`src/rtl/cck_pkg.sv`:
```
/*
 * constants, types and register map of the can clock/timing/access block.
 * assumes a 20 MHz register clock and 16-bit register words.
 */
package cck_pkg;
    localparam int unsigned CLK_HZ      = 20_000_000;
    localparam int unsigned CORE_MAX_HZ = 25_000_000;
    localparam int unsigned NUM_OBJ     = 32;

    localparam logic [7:0] OFS_CTRL = 8'h00;
    localparam logic [7:0] OFS_STAT = 8'h02;
    localparam logic [7:0] OFS_BTIM = 8'h06;
    localparam logic [7:0] OFS_TEST = 8'h0A;
    localparam logic [7:0] OFS_PEXT = 8'h0C;
    localparam logic [7:0] OFS_CDIV = 8'h0E;
    localparam logic [7:0] OFS_CREQ = 8'h10;
    localparam logic [7:0] OFS_CMSK = 8'h12;
    localparam logic [7:0] OFS_ARB2 = 8'h1A;
    localparam logic [7:0] OFS_MCTL = 8'h1C;
    localparam logic [7:0] OFS_DATA = 8'h1E;
    localparam logic [7:0] WIN_B_STRIDE = 8'h30;
    localparam logic [7:0] OFS_TXRQ = 8'h80;
    localparam logic [7:0] OFS_NDAT = 8'h90;
    localparam logic [7:0] OFS_IPND = 8'hA0;
    localparam logic [7:0] OFS_MVLD = 8'hB0;

    localparam logic [7:0]  RST_CTRL = 8'h01;
    localparam logic [15:0] RST_BTIM = 16'h2301;
    localparam logic [5:0]  RST_CREQ = 6'h01;
    localparam logic [3:0]  RST_PEXT = 4'h0;
    localparam logic [1:0]  RST_CDIV = 2'h0;
    localparam logic [6:0]  RST_TEST = 7'h00;

    localparam int CTRL_INIT   = 0;
    localparam int CTRL_UNLOCK = 6;
    localparam int CTRL_TEST   = 7;
    localparam int STAT_RXOK   = 4;
    localparam int STAT_FAST   = 5;
    localparam int TEST_RX     = 7;
    localparam int BT_SECOND_TIME_SEGMENT_FIELD    = 12;
    localparam int BT_FIRST_TIME_SEGMENT_FIELD    = 8;
    localparam int BT_SJW      = 6;
    localparam int CMSK_WR     = 7;
    localparam int CMSK_CLRINT = 3;
    localparam int ARB_VALID   = 15;
    localparam int ARB_DIR     = 13;
    localparam int ARB_ID      = 2;
    localparam int MCTL_NEWDAT = 15;
    localparam int MCTL_INTPND = 13;
    localparam int MCTL_TXRQ   = 8;

    typedef enum logic [1:0] {SEG_SYNC, SEG_FIRST_TIME_SEGMENT_FIELD, SEG_SECOND_TIME_SEGMENT_FIELD} cck_seg_e;
endpackage

```
`src/rtl/cck_bit_timer.sv`:
```
/*
 * core clock divider, time quantum prescaler and bit segment sequencer.
 * assumes the timing word and extension are held stable while run is high.
 */
`timescale 1ns/1ps
`default_nettype none
module cck_bit_timer (
    input  wire logic       clk,
    input  wire logic       rst_n,
    input  wire logic       run,
    input  wire logic [1:0] div_sel,
    input  wire logic [3:0] pext,
    input  wire logic [15:0] btim,
    output logic            core_tick,
    output logic            tq_tick,
    output logic            bit_start,
    output logic            sample_pt,
    output cck_pkg::cck_seg_e seg
);
    logic [2:0] div_cnt;
    logic [2:0] div_lim;
    logic [9:0] pre_cnt;
    logic [9:0] pre_lim;
    logic [3:0] seg_cnt;
    logic [3:0] first_time_segment_field;
    logic [3:0] second_time_segment_field;
    logic       core_fire;
    logic       tq_fire;

    assign div_lim   = 3'((4'h1 << div_sel) - 4'h1);
    assign pre_lim   = {pext, btim[5:0]};
    assign first_time_segment_field     = btim[cck_pkg::BT_FIRST_TIME_SEGMENT_FIELD +: 4];
    assign second_time_segment_field     = {1'b0, btim[cck_pkg::BT_SECOND_TIME_SEGMENT_FIELD +: 3]};
    assign core_fire = run && (div_cnt == div_lim);
    assign tq_fire   = core_fire && (pre_cnt == pre_lim);

    always_ff @(posedge clk) begin
        if (!rst_n || !run || core_fire) begin
            div_cnt <= 3'h0;
        end else begin
            div_cnt <= div_cnt + 3'h1;
        end
    end

    always_ff @(posedge clk) begin
        if (!rst_n || !run || tq_fire) begin
            pre_cnt <= 10'h000;
        end else if (core_fire) begin
            pre_cnt <= pre_cnt + 10'h001;
        end
    end

    always_ff @(posedge clk) begin
        if (!rst_n || !run) begin
            seg     <= cck_pkg::SEG_SYNC;
            seg_cnt <= 4'h0;
        end else if (tq_fire) begin
            unique case (seg)
                cck_pkg::SEG_SYNC: begin
                    seg     <= cck_pkg::SEG_FIRST_TIME_SEGMENT_FIELD;
                    seg_cnt <= 4'h0;
                end
                cck_pkg::SEG_FIRST_TIME_SEGMENT_FIELD: begin
                    seg_cnt <= seg_cnt + 4'h1;
                    if (seg_cnt == first_time_segment_field) begin
                        seg     <= cck_pkg::SEG_SECOND_TIME_SEGMENT_FIELD;
                        seg_cnt <= 4'h0;
                    end
                end
                default: begin
                    seg_cnt <= seg_cnt + 4'h1;
                    if (seg_cnt == second_time_segment_field) begin
                        seg     <= cck_pkg::SEG_SYNC;
                        seg_cnt <= 4'h0;
                    end
                end
            endcase
        end
    end

    always_ff @(posedge clk) begin
        if (!rst_n) begin
            core_tick <= 1'b0;
            tq_tick   <= 1'b0;
            bit_start <= 1'b0;
            sample_pt <= 1'b0;
        end else begin
            core_tick <= core_fire;
            tq_tick   <= tq_fire;
            bit_start <= tq_fire && (seg == cck_pkg::SEG_SYNC);
            sample_pt <= tq_fire && (seg == cck_pkg::SEG_FIRST_TIME_SEGMENT_FIELD) && (seg_cnt == first_time_segment_field);
        end
    end

    a_sync_one_tq: assert property (@(posedge clk) disable iff (!rst_n)
        run && tq_fire && seg == cck_pkg::SEG_SYNC |=> seg == cck_pkg::SEG_FIRST_TIME_SEGMENT_FIELD)
        else $error("sync segment not one quantum");
    a_sync_hold: assert property (@(posedge clk) disable iff (!rst_n)
        run && $past(run) && !tq_fire && seg == cck_pkg::SEG_SYNC |=> seg == cck_pkg::SEG_SYNC)
        else $error("sync segment left early");
    a_div_two: assert property (@(posedge clk) disable iff (!rst_n)
        run && div_sel == 2'h1 && core_fire |=> !core_fire ##1 (core_fire || !run))
        else $error("divide by two pacing wrong");
    logic [12:0] chk_gap;
    logic        chk_seen;

    // clock cycles since the last quantum
    always_ff @(posedge clk) begin
        if (!rst_n || !run) begin
            chk_gap  <= 13'h0000;
            chk_seen <= 1'b0;
        end else if (tq_fire) begin
            chk_gap  <= 13'h0000;
            chk_seen <= 1'b1;
        end else begin
            chk_gap  <= chk_gap + 13'h0001;
        end
    end

    a_tq_presc: assert property (@(posedge clk) disable iff (!rst_n)
        tq_fire && chk_seen |-> {1'b0, chk_gap} + 14'h0001
            == ({4'h0, pre_lim} + 14'h0001) * ({11'h000, div_lim} + 14'h0001))
        else $error("quantum not on prescaler end");
    c_bit_done: cover property (@(posedge clk) disable iff (!rst_n) sample_pt ##[1:200] bit_start);
endmodule
`default_nettype wire

```
`src/rtl/cck_top.sv`:
```
/*
 * register file, message ram, acceptance filter and bit timing of the can block.
 * assumes a single-strobe register master on clk and a protocol engine that
 * presents received frames on the same clock; can_rx is an asynchronous pin.
 */
// Operation
// core clock must not exceed 25 MHz
// core clock divided down from system clock
// read right after write returns new value
// divide by 2 needs one cycle gap
// divide 4 waits three, 8 waits seven
// wait only for same register read-back
// wait applies to read-modify-write too
// prescaler is extension value plus one
// quantum is core period times prescaler
// bit has four segments in sequence; the code runs three: sync, first, second
// sync segment is exactly one quantum
// propagation segment covers round-trip delay
// phase segments split evenly, second gets extra
// second phase segment at least two quanta
// timing word field weights and layout
// timing fields stored as length minus one
// command request write moves object data
// ram holds 32 objects, windowed access only
// object identifier filters received frames
// message handler registers are read only
// init plus unlock opens timing registers
// two-bit divider selects 1,2,4,8; resets 1
// jump width is min of four, phase1; the code never reads the jump width field
`timescale 1ns/1ps
`default_nettype none
module cck_top #(
    parameter int unsigned NUM_OBJ = cck_pkg::NUM_OBJ
) (
    input  wire logic        clk,
    input  wire logic        rst_n,
    input  wire logic [7:0]  reg_addr,
    input  wire logic [15:0] reg_wdata,
    input  wire logic        reg_wr,
    input  wire logic        reg_rd,
    output logic      [15:0] reg_rdata,
    input  wire logic        can_rx,
    input  wire logic        rx_frame_valid,
    input  wire logic [10:0] rx_frame_id,
    input  wire logic [15:0] rx_frame_data,
    output logic             core_tick,
    output logic             tq_tick,
    output logic             bit_start,
    output logic             sample_point,
    output logic             tx_pending
);
    if (NUM_OBJ < 1 || NUM_OBJ > 32) begin : g_chk
        $error("NUM_OBJ must be 1 to 32");
    end

    logic [7:0]  ctrl_reg;
    logic        rxok_reg;
    logic [15:0] btim_reg;
    logic [6:0]  test_reg;
    logic [3:0]  pext_reg;
    logic [1:0]  cdiv_reg;
    logic        rx_meta;
    logic        rx_sync;
    logic [5:0]  creq_reg [2];
    logic [7:0]  cmsk_reg [2];
    logic [15:0] arb2_reg [2];
    logic [15:0] mctl_reg [2];
    logic [15:0] data_reg [2];
    logic [NUM_OBJ-1:0] obj_valid;
    logic [NUM_OBJ-1:0] obj_dir;
    logic [NUM_OBJ-1:0] obj_txrq;
    logic [NUM_OBJ-1:0] obj_newdat;
    logic [NUM_OBJ-1:0] obj_intpnd;
    logic [10:0] obj_id   [NUM_OBJ];
    logic [15:0] obj_data [NUM_OBJ];
    logic [31:0] txrq_w;
    logic [31:0] ndat_w;
    logic [31:0] ipnd_w;
    logic [31:0] mvld_w;
    logic        win_hit;
    logic        win_sel;
    logic [7:0]  woff;
    logic        unlocked;
    logic        xfer;
    logic        xfer_wr;
    logic [4:0]  xfer_idx;
    logic        hit_found;
    logic [4:0]  hit_idx;
    logic        stat_fast;
    logic [15:0] rd_mux;
    cck_pkg::cck_seg_e seg;

    assign win_sel  = (reg_addr[7:6] == 2'b01);
    assign woff     = win_sel ? reg_addr - cck_pkg::WIN_B_STRIDE : reg_addr;
    assign win_hit  = !reg_addr[7] && (woff >= cck_pkg::OFS_CREQ);
    assign unlocked = ctrl_reg[cck_pkg::CTRL_INIT] && ctrl_reg[cck_pkg::CTRL_UNLOCK];
    assign xfer     = reg_wr && win_hit && (woff == cck_pkg::OFS_CREQ)
                      && (reg_wdata[5:0] != 6'h00)
                      && ({26'h0, reg_wdata[5:0]} <= NUM_OBJ);
    assign xfer_idx = 5'(reg_wdata[5:0] - 6'h01);
    assign xfer_wr  = cmsk_reg[win_sel][cck_pkg::CMSK_WR];
    assign stat_fast = (cck_pkg::CLK_HZ >> cdiv_reg) > cck_pkg::CORE_MAX_HZ;

    // pin synchroniser for the bus receive level
    always_ff @(posedge clk) begin
        if (!rst_n) begin
            rx_meta <= 1'b1;
            rx_sync <= 1'b1;
        end else begin
            rx_meta <= can_rx;
            rx_sync <= rx_meta;
        end
    end

    // protocol registers; writes commit at once, so read-back is immediate
    always_ff @(posedge clk) begin
        if (!rst_n) begin
            ctrl_reg <= cck_pkg::RST_CTRL;
            test_reg <= cck_pkg::RST_TEST;
            cdiv_reg <= cck_pkg::RST_CDIV;
        end else if (reg_wr) begin
            if (reg_addr == cck_pkg::OFS_CTRL) begin
                ctrl_reg <= reg_wdata[7:0];
            end
            if (reg_addr == cck_pkg::OFS_TEST && ctrl_reg[cck_pkg::CTRL_TEST]) begin
                test_reg <= reg_wdata[6:0];
            end
            if (reg_addr == cck_pkg::OFS_CDIV) begin
                cdiv_reg <= reg_wdata[1:0];
            end
        end
    end

    // timing registers, writable only while held in init with unlock
    always_ff @(posedge clk) begin
        if (!rst_n) begin
            btim_reg <= cck_pkg::RST_BTIM;
            pext_reg <= cck_pkg::RST_PEXT;
        end else if (reg_wr && unlocked) begin
            if (reg_addr == cck_pkg::OFS_BTIM) begin
                btim_reg <= {1'b0, reg_wdata[14:0]};
            end
            if (reg_addr == cck_pkg::OFS_PEXT) begin
                pext_reg <= reg_wdata[3:0];
            end
        end
    end

    // sticky receive flag; a new frame wins over a clearing write
    always_ff @(posedge clk) begin
        if (!rst_n) begin
            rxok_reg <= 1'b0;
        end else if (rx_frame_valid && hit_found) begin
            rxok_reg <= 1'b1;
        end else if (reg_wr && reg_addr == cck_pkg::OFS_STAT
                     && !reg_wdata[cck_pkg::STAT_RXOK]) begin
            rxok_reg <= 1'b0;
        end
    end

    // lowest-numbered valid receive object with matching identifier
    always_comb begin
        hit_found = 1'b0;
        hit_idx   = 5'h00;
        for (int i = NUM_OBJ - 1; i >= 0; i--) begin
            if (obj_valid[i] && !obj_dir[i] && obj_id[i] == rx_frame_id) begin
                hit_found = 1'b1;
                hit_idx   = 5'(i);
            end
        end
    end

    // window registers, loaded by software or by a read transfer
    always_ff @(posedge clk) begin
        if (!rst_n) begin
            for (int w = 0; w < 2; w++) begin
                creq_reg[w] <= cck_pkg::RST_CREQ;
                cmsk_reg[w] <= 8'h00;
                arb2_reg[w] <= 16'h0000;
                mctl_reg[w] <= 16'h0000;
                data_reg[w] <= 16'h0000;
            end
        end else if (reg_wr && win_hit) begin
            unique case (woff)
                cck_pkg::OFS_CREQ: creq_reg[win_sel] <= reg_wdata[5:0];
                cck_pkg::OFS_CMSK: cmsk_reg[win_sel] <= reg_wdata[7:0];
                cck_pkg::OFS_ARB2: arb2_reg[win_sel] <= reg_wdata;
                cck_pkg::OFS_MCTL: mctl_reg[win_sel] <= reg_wdata;
                cck_pkg::OFS_DATA: data_reg[win_sel] <= reg_wdata;
                default: ;
            endcase
            if (xfer && !xfer_wr) begin
                arb2_reg[win_sel] <= {obj_valid[xfer_idx], 1'b0, obj_dir[xfer_idx],
                                      obj_id[xfer_idx], 2'b00};
                mctl_reg[win_sel] <= {obj_newdat[xfer_idx], 1'b0, obj_intpnd[xfer_idx],
                                      4'h0, obj_txrq[xfer_idx], 8'h00};
                data_reg[win_sel] <= obj_data[xfer_idx];
            end
        end
    end

    // message ram: window transfers, then frame acceptance (set wins)
    always_ff @(posedge clk) begin
        if (!rst_n) begin
            obj_valid  <= '0;
            obj_dir    <= '0;
            obj_txrq   <= '0;
            obj_newdat <= '0;
            obj_intpnd <= '0;
            for (int i = 0; i < NUM_OBJ; i++) begin
                obj_id[i]   <= 11'h000;
                obj_data[i] <= 16'h0000;
            end
        end else begin
            if (xfer && xfer_wr) begin
                obj_valid[xfer_idx]  <= arb2_reg[win_sel][cck_pkg::ARB_VALID];
                obj_dir[xfer_idx]    <= arb2_reg[win_sel][cck_pkg::ARB_DIR];
                obj_id[xfer_idx]     <= arb2_reg[win_sel][cck_pkg::ARB_ID +: 11];
                obj_txrq[xfer_idx]   <= mctl_reg[win_sel][cck_pkg::MCTL_TXRQ];
                obj_newdat[xfer_idx] <= mctl_reg[win_sel][cck_pkg::MCTL_NEWDAT];
                obj_intpnd[xfer_idx] <= mctl_reg[win_sel][cck_pkg::MCTL_INTPND];
                obj_data[xfer_idx]   <= data_reg[win_sel];
            end else if (xfer && cmsk_reg[win_sel][cck_pkg::CMSK_CLRINT]) begin
                obj_intpnd[xfer_idx] <= 1'b0;
            end
            if (rx_frame_valid && hit_found) begin
                obj_newdat[hit_idx] <= 1'b1;
                obj_intpnd[hit_idx] <= 1'b1;
                obj_data[hit_idx]   <= rx_frame_data;
            end
        end
    end

    // handler views, objects 1..16 in the low word
    always_comb begin
        txrq_w = '0;
        ndat_w = '0;
        ipnd_w = '0;
        mvld_w = '0;
        txrq_w[NUM_OBJ-1:0] = obj_txrq;
        ndat_w[NUM_OBJ-1:0] = obj_newdat;
        ipnd_w[NUM_OBJ-1:0] = obj_intpnd;
        mvld_w[NUM_OBJ-1:0] = obj_valid;
    end

    always_comb begin
        rd_mux = 16'h0000;
        if (win_hit) begin
            unique case (woff)
                cck_pkg::OFS_CREQ: rd_mux = {10'h000, creq_reg[win_sel]};
                cck_pkg::OFS_CMSK: rd_mux = {8'h00, cmsk_reg[win_sel]};
                cck_pkg::OFS_ARB2: rd_mux = arb2_reg[win_sel];
                cck_pkg::OFS_MCTL: rd_mux = mctl_reg[win_sel];
                cck_pkg::OFS_DATA: rd_mux = data_reg[win_sel];
                default:           rd_mux = 16'h0000;
            endcase
        end else begin
            unique case ({reg_addr[7:2], 2'b00})
                cck_pkg::OFS_CTRL: rd_mux = reg_addr[1] ? {8'h00, 2'b00, stat_fast, rxok_reg,
                                            2'b00, 2'(seg)} : {8'h00, ctrl_reg};
                cck_pkg::OFS_STAT + 8'h02: rd_mux = reg_addr[1] ? btim_reg : 16'h0000;
                cck_pkg::OFS_TEST - 8'h02: rd_mux = reg_addr[1] ?
                                            {8'h00, rx_sync, test_reg} : 16'h0000;
                cck_pkg::OFS_PEXT: rd_mux = reg_addr[1] ? {14'h0000, cdiv_reg}
                                            : {12'h000, pext_reg};
                cck_pkg::OFS_TXRQ: rd_mux = reg_addr[1] ? txrq_w[31:16] : txrq_w[15:0];
                cck_pkg::OFS_NDAT: rd_mux = reg_addr[1] ? ndat_w[31:16] : ndat_w[15:0];
                cck_pkg::OFS_IPND: rd_mux = reg_addr[1] ? ipnd_w[31:16] : ipnd_w[15:0];
                cck_pkg::OFS_MVLD: rd_mux = reg_addr[1] ? mvld_w[31:16] : mvld_w[15:0];
                default:           rd_mux = 16'h0000;
            endcase
        end
    end

    always_ff @(posedge clk) begin
        if (!rst_n) begin
            reg_rdata  <= 16'h0000;
            tx_pending <= 1'b0;
        end else begin
            reg_rdata  <= reg_rd ? rd_mux : 16'h0000;
            tx_pending <= |obj_txrq;
        end
    end

    cck_bit_timer u_timer (
        .clk       (clk),
        .rst_n     (rst_n),
        .run       (!ctrl_reg[cck_pkg::CTRL_INIT]),
        .div_sel   (cdiv_reg),
        .pext      (pext_reg),
        .btim      (btim_reg),
        .core_tick (core_tick),
        .tq_tick   (tq_tick),
        .bit_start (bit_start),
        .sample_pt (sample_point),
        .seg       (seg)
    );

    logic        chk_xfer_q;
    logic [4:0]  chk_idx_q;
    logic [15:0] chk_data_q;
    logic        chk_hit_q;
    logic [4:0]  chk_hit_idx_q;

    always_ff @(posedge clk) begin
        if (!rst_n) begin
            chk_xfer_q    <= 1'b0;
            chk_idx_q     <= 5'h00;
            chk_data_q    <= 16'h0000;
            chk_hit_q     <= 1'b0;
            chk_hit_idx_q <= 5'h00;
        end else begin
            chk_xfer_q    <= xfer && xfer_wr && !(rx_frame_valid && hit_found);
            chk_idx_q     <= xfer_idx;
            chk_data_q    <= data_reg[win_sel];
            chk_hit_q     <= rx_frame_valid && hit_found;
            chk_hit_idx_q <= hit_idx;
        end
    end

    a_ctrl_readback: assert property (@(posedge clk) disable iff (!rst_n)
        reg_wr && reg_addr == cck_pkg::OFS_CTRL ##1 reg_rd && reg_addr == cck_pkg::OFS_CTRL
        |=> reg_rdata == ($past(reg_wdata, 2) & 16'h00FF))
        else $error("control read-back stale");
    a_btim_locked: assert property (@(posedge clk) disable iff (!rst_n)
        reg_wr && reg_addr == cck_pkg::OFS_BTIM && !unlocked |=> $stable(btim_reg))
        else $error("timing word changed while locked");
    a_btim_write: assert property (@(posedge clk) disable iff (!rst_n)
        reg_wr && reg_addr == cck_pkg::OFS_BTIM && unlocked
        |=> btim_reg == ($past(reg_wdata) & 16'h7FFF))
        else $error("timing word not stored");
    a_cdiv_readback: assert property (@(posedge clk) disable iff (!rst_n)
        reg_wr && reg_addr == cck_pkg::OFS_CDIV ##1 reg_rd && reg_addr == cck_pkg::OFS_CDIV
        |=> reg_rdata == ($past(reg_wdata, 2) & 16'h0003))
        else $error("divider read-back wrong");
    a_xfer_store: assert property (@(posedge clk) disable iff (!rst_n)
        chk_xfer_q |-> obj_data[chk_idx_q] == chk_data_q)
        else $error("window write transfer lost");
    a_handler_ro: assert property (@(posedge clk) disable iff (!rst_n)
        reg_wr && reg_addr[7] |=> $stable(obj_valid) && $stable(obj_txrq))
        else $error("handler register took a write");
    a_accept_sets: assert property (@(posedge clk) disable iff (!rst_n)
        chk_hit_q |-> obj_newdat[chk_hit_idx_q] && obj_intpnd[chk_hit_idx_q])
        else $error("accepted frame not flagged");
    a_rxok_wins: assert property (@(posedge clk) disable iff (!rst_n)
        rx_frame_valid && hit_found |=> rxok_reg)
        else $error("receive flag lost against clear");

    c_xfer: cover property (@(posedge clk) disable iff (!rst_n) xfer && xfer_wr);
    c_accept: cover property (@(posedge clk) disable iff (!rst_n) rx_frame_valid && hit_found);
    c_readback: cover property (@(posedge clk) disable iff (!rst_n)
        reg_wr && reg_addr == cck_pkg::OFS_CTRL ##1 reg_rd);
    c_bits: cover property (@(posedge clk) disable iff (!rst_n) bit_start);
endmodule
`default_nettype wire

```
`config.mk`:
```
export PLATFORM = sky130hd
export DESIGN_NAME = cck_top
export DESIGN_NICKNAME = d
export VERILOG_FILES = /design/src/rtl/cck_pkg.sv /design/src/rtl/cck_bit_timer.sv /design/src/rtl/cck_top.sv
export SDC_FILE = /design/constraint.sdc
export NUM_CORES = 2
export LEC_CHECK = 0
export ABC_AREA = 1
export BUFFER_PORTS_ARGS = -buffer_cell sky130_fd_sc_hd__buf_2
export CAP_MARGIN = 20
export CORE_ASPECT_RATIO = 1.5
export CORE_MARGIN = 4
export CORE_UTILIZATION = 25
export DETAILED_ROUTE_END_ITERATION = 10
export SYNTH_ARGS = -nofsm -noshare
export SYNTH_HDL_FRONTEND = slang
export SYNTH_SLANG_ARGS = --single-unit
```
`constraint.sdc`:
```
create_clock -name clk -period 9.6 [get_ports clk]
set_input_delay 0 -clock clk [delete_from_list [all_inputs] [get_ports clk]]
set_output_delay 0 -clock clk [all_outputs]
set_load 0.03 [all_outputs]
```
==> out/qor.txt <==
Run status: completed
CP Launch Type: register
PwrDens: 161.3 nW/um^2
Max rail drop VDD: 0.0001467 V
Drt wl/cell: 26.85 um
Asr flop ratio synth: 0%
Count leader, synth: nand2_1
Setup TNS: 0 ns
Core Area: 276,100 sq um
Row count: 236
Synth warn: 0
Avg Vias per Cell: 5.513
Max clock buf depth: 3
Pins over their slew limit: 0
Synth Register Bits: 1,227
Leak pwr: 28.98 nW
Grt ovf: 0
Top Ports: 78
Antenna violations before repair: 33
Top-area cell type share of the netlist area: 42.71%
Largest registers: obj_data (512), obj_id (352)
First-pass DRT Iterations: 6
# nets final: 8,233
Final worst slack: 3.294 ns
Worst EP required: 10.00 ns
WS Path Type: register to register
DRC viols: 0
Layout Skew: 0.04990 ns
Post-DP HPWL: 207.9 mm
Total wire length: 321.0 mm
CTS tree: built
Inserted Clock Buffers: 118
RSZ-0062 raised after global routing: no
Worst-path clk slew: 0.06 ns
Post-synth EDFFs: 988
Die Area: 286,500 sq um
Setup crit end kind: register
Area growth from synthesis to layout: 10.99%
Period utilization: 65.69%
Core Util, Final: 27.93%
# setup viols final: 0
Post-route minimum period: 6.306 ns
CTS Root Cell: clkbuf_16
Avg Synthesized Cell Area: 8.130 sq um
Reg with most FFs: obj_data
# H-tree levels: 3
Post-synth cell types: 70
Slowest stage delay, CP: 0.70 ns
Die W: 438.4 um
Die span in y: 653.6 um
Main flop type after synthesis: edfxtp_1
Cell count after synthesis: 8,545
Commonest cells post-synth: nand2_1, nor2_1, edfxtp_1
Routed vias: 65.92k
Clock latency on the worst-skew pair: 0.80 ns
CP max FO: 107
GP Congestion: 1.008
Worst min path class: input pin to register
Max Freq: 0.1586 GHz
Layout cells sized above 1: 7.190%
Max Cap Viol: 0
Area of the mapped netlist: 69,470 sq um
Antenna-violating nets left: 0
Top cells by area, synth: edfxtp_1, nand2_1, nor2_1, dfxtp_1, o21ai_0
Post-synth top area cell: edfxtp_1
Most used cell, CP: nand2_1
Wire length of the first global-routing pass: 453.4 mm
Arr. time, crit path: 6.71 ns
Register area share after synthesis: 49.59%
FF-to-FF setup slack: 3.29 ns
Syn nets: 8,621
Final hold violation count: 0
Slew margin rel.: 12.96%
Port buffer count: 77
Max reg flops: 512
Gr usage total: 21.58%
Critical Path Slowest Stage Cell: nand2_1
Initial Utilization: 25.16%
Largest net degree at the start of global routing: 202
Filler instances: 29.34k
Worst slack, placed: 3.130 ns
Number of global-route vias before repair: 61.73k
Clock sinks: 1,227
Slew at the pin with the worst max-slew slack: 1.292 ns
Initial DRC Count: 9,468
==> placed cells by master, fill, tap and decap left out, types with 10 or more instances in the layout <==
cell type	netlist	layout
o22ai_1	299	299
dfxtp_1	239	239
a22o_1	22	22
a2111oi_0	31	30
nand3_1	54	54
o21ai_1	9	10
inv_1	462	457
nor2_1	1579	1577
or2_2	29	29
clkbuf_16	0	122
nand4_4	14	14
nand2_1	1834	1834
o2111ai_1	20	20
xor2_1	42	42
mux2i_4	0	29
nor3_2	2	10
nor3_1	35	26
nand3_4	16	16
nor4_1	51	49
a22oi_1	120	120
clkbuf_1	503	26
o211ai_1	24	24
buf_2	138	74
o21ai_0	740	738
a211oi_1	17	15
inv_2	18	20
clkinv_2	0	27
a221oi_1	21	21
buf_4	33	142
xnor2_1	25	25
clkinv_1	7	21
a21oi_1	312	309
edfxtp_1	988	988
bufinv_16	0	14
ha_1	19	18
nand4_1	585	585
a32oi_1	37	37
dlygate4sd3_1	0	32
==> repair_timing <==
action | CTS | global route
setup buffers | 0 | 0
hold buffers | 32 | 0
gates resized for setup | 0 | 0
hold endpoints to repair | 177 | 0
==> metrics by stage <==
step	power (W)	hold slack (ns)	instance area, sq um	instances
2_1_floorplan	0.006744	0.1066	69470	8545
3_3_place_gp	0.007448	0.1897	72530	11680
3_5_place_dp	0.007449	0.1919	72560	11680
4_1_cts	0.01236	0.008182	76870	11940
5_1_grt	0.01266	0.04803	77090	11950
6_report	0.01244	0.04117	77100	11960
==> final cells by class <==
class	count	area, sq um	area share (%)
Antenna cell	8	20.02	0.02596
Clock buffer	156	3261	4.229
Clock inverter	68	724.4	0.9396
Inverter	494	1892	2.454
Multi-Input combinational cell	6043	29970	38.87
Sequential cell	1227	34450	44.69
Tap cell	3689	4616	5.987
Timing Repair Buffer	273	2163	2.806
==> cells by family (layout without fill, tap and decap cells) <==
kind of cell / count (synthesis) / in the layout / share of synthesized area [%]
flip-flops: 1227 / 1227 / 49.59
buffers and inverters: 1275 / 991 / 8.002
XOR/XNOR: 68 / 68 / 0.8681
multiplexers: 32 / 32 / 0.4611
adder cells (fa/ha/maj): 19 / 19 / 0.3422
AND/OR/NAND/NOR: 4236 / 4236 / 26.55
AO/OA/AOI/OAI: 1688 / 1688 / 14.18
other: 0 / 8 / 0
==> where the power goes <==
group          switching (W)  internal [W]  leakage (nW)
sequential         0.0000841       0.00588          12.0
clock                0.00225       0.00276          1.95
combinational        0.00117      0.000287          15.0
total                0.00351       0.00893          29.0
==> path summary, 6_finish.rpt <==
path                                                   start                         to  cells after the start
worst max-delay path            obj_id[29][10]$_SDFFCE_PN0P_  obj_data[12][1]$_DFFE_PP_                     37
worst min-delay path                             reg_addr[1]    reg_rdata[7]$_SDFF_PN0_                      5
worst max register to register  obj_id[29][10]$_SDFFCE_PN0P_  obj_data[12][1]$_DFFE_PP_                     37
worst min register to register            rx_meta$_SDFF_PN1_         rx_sync$_SDFF_PN1_                      1
==> layer usage <==
metal | share of wire (%) | global-route usage, %
met4 | 12 | 21.03
met1 | 33 | 23.76
met3 | 9.1 | 4.261
met5 | 0.049 | 0
met2 | 45 | 34.42
==> worst max-delay path, delay by kind of cell, from the launching register on <==
family	cells	cell delay, ns
and+or+nand+nor	36	4.93
buffers and inverters	1	0.47
DFF	1	0.44
Note: power is estimated with default switching activity, not from simulation.
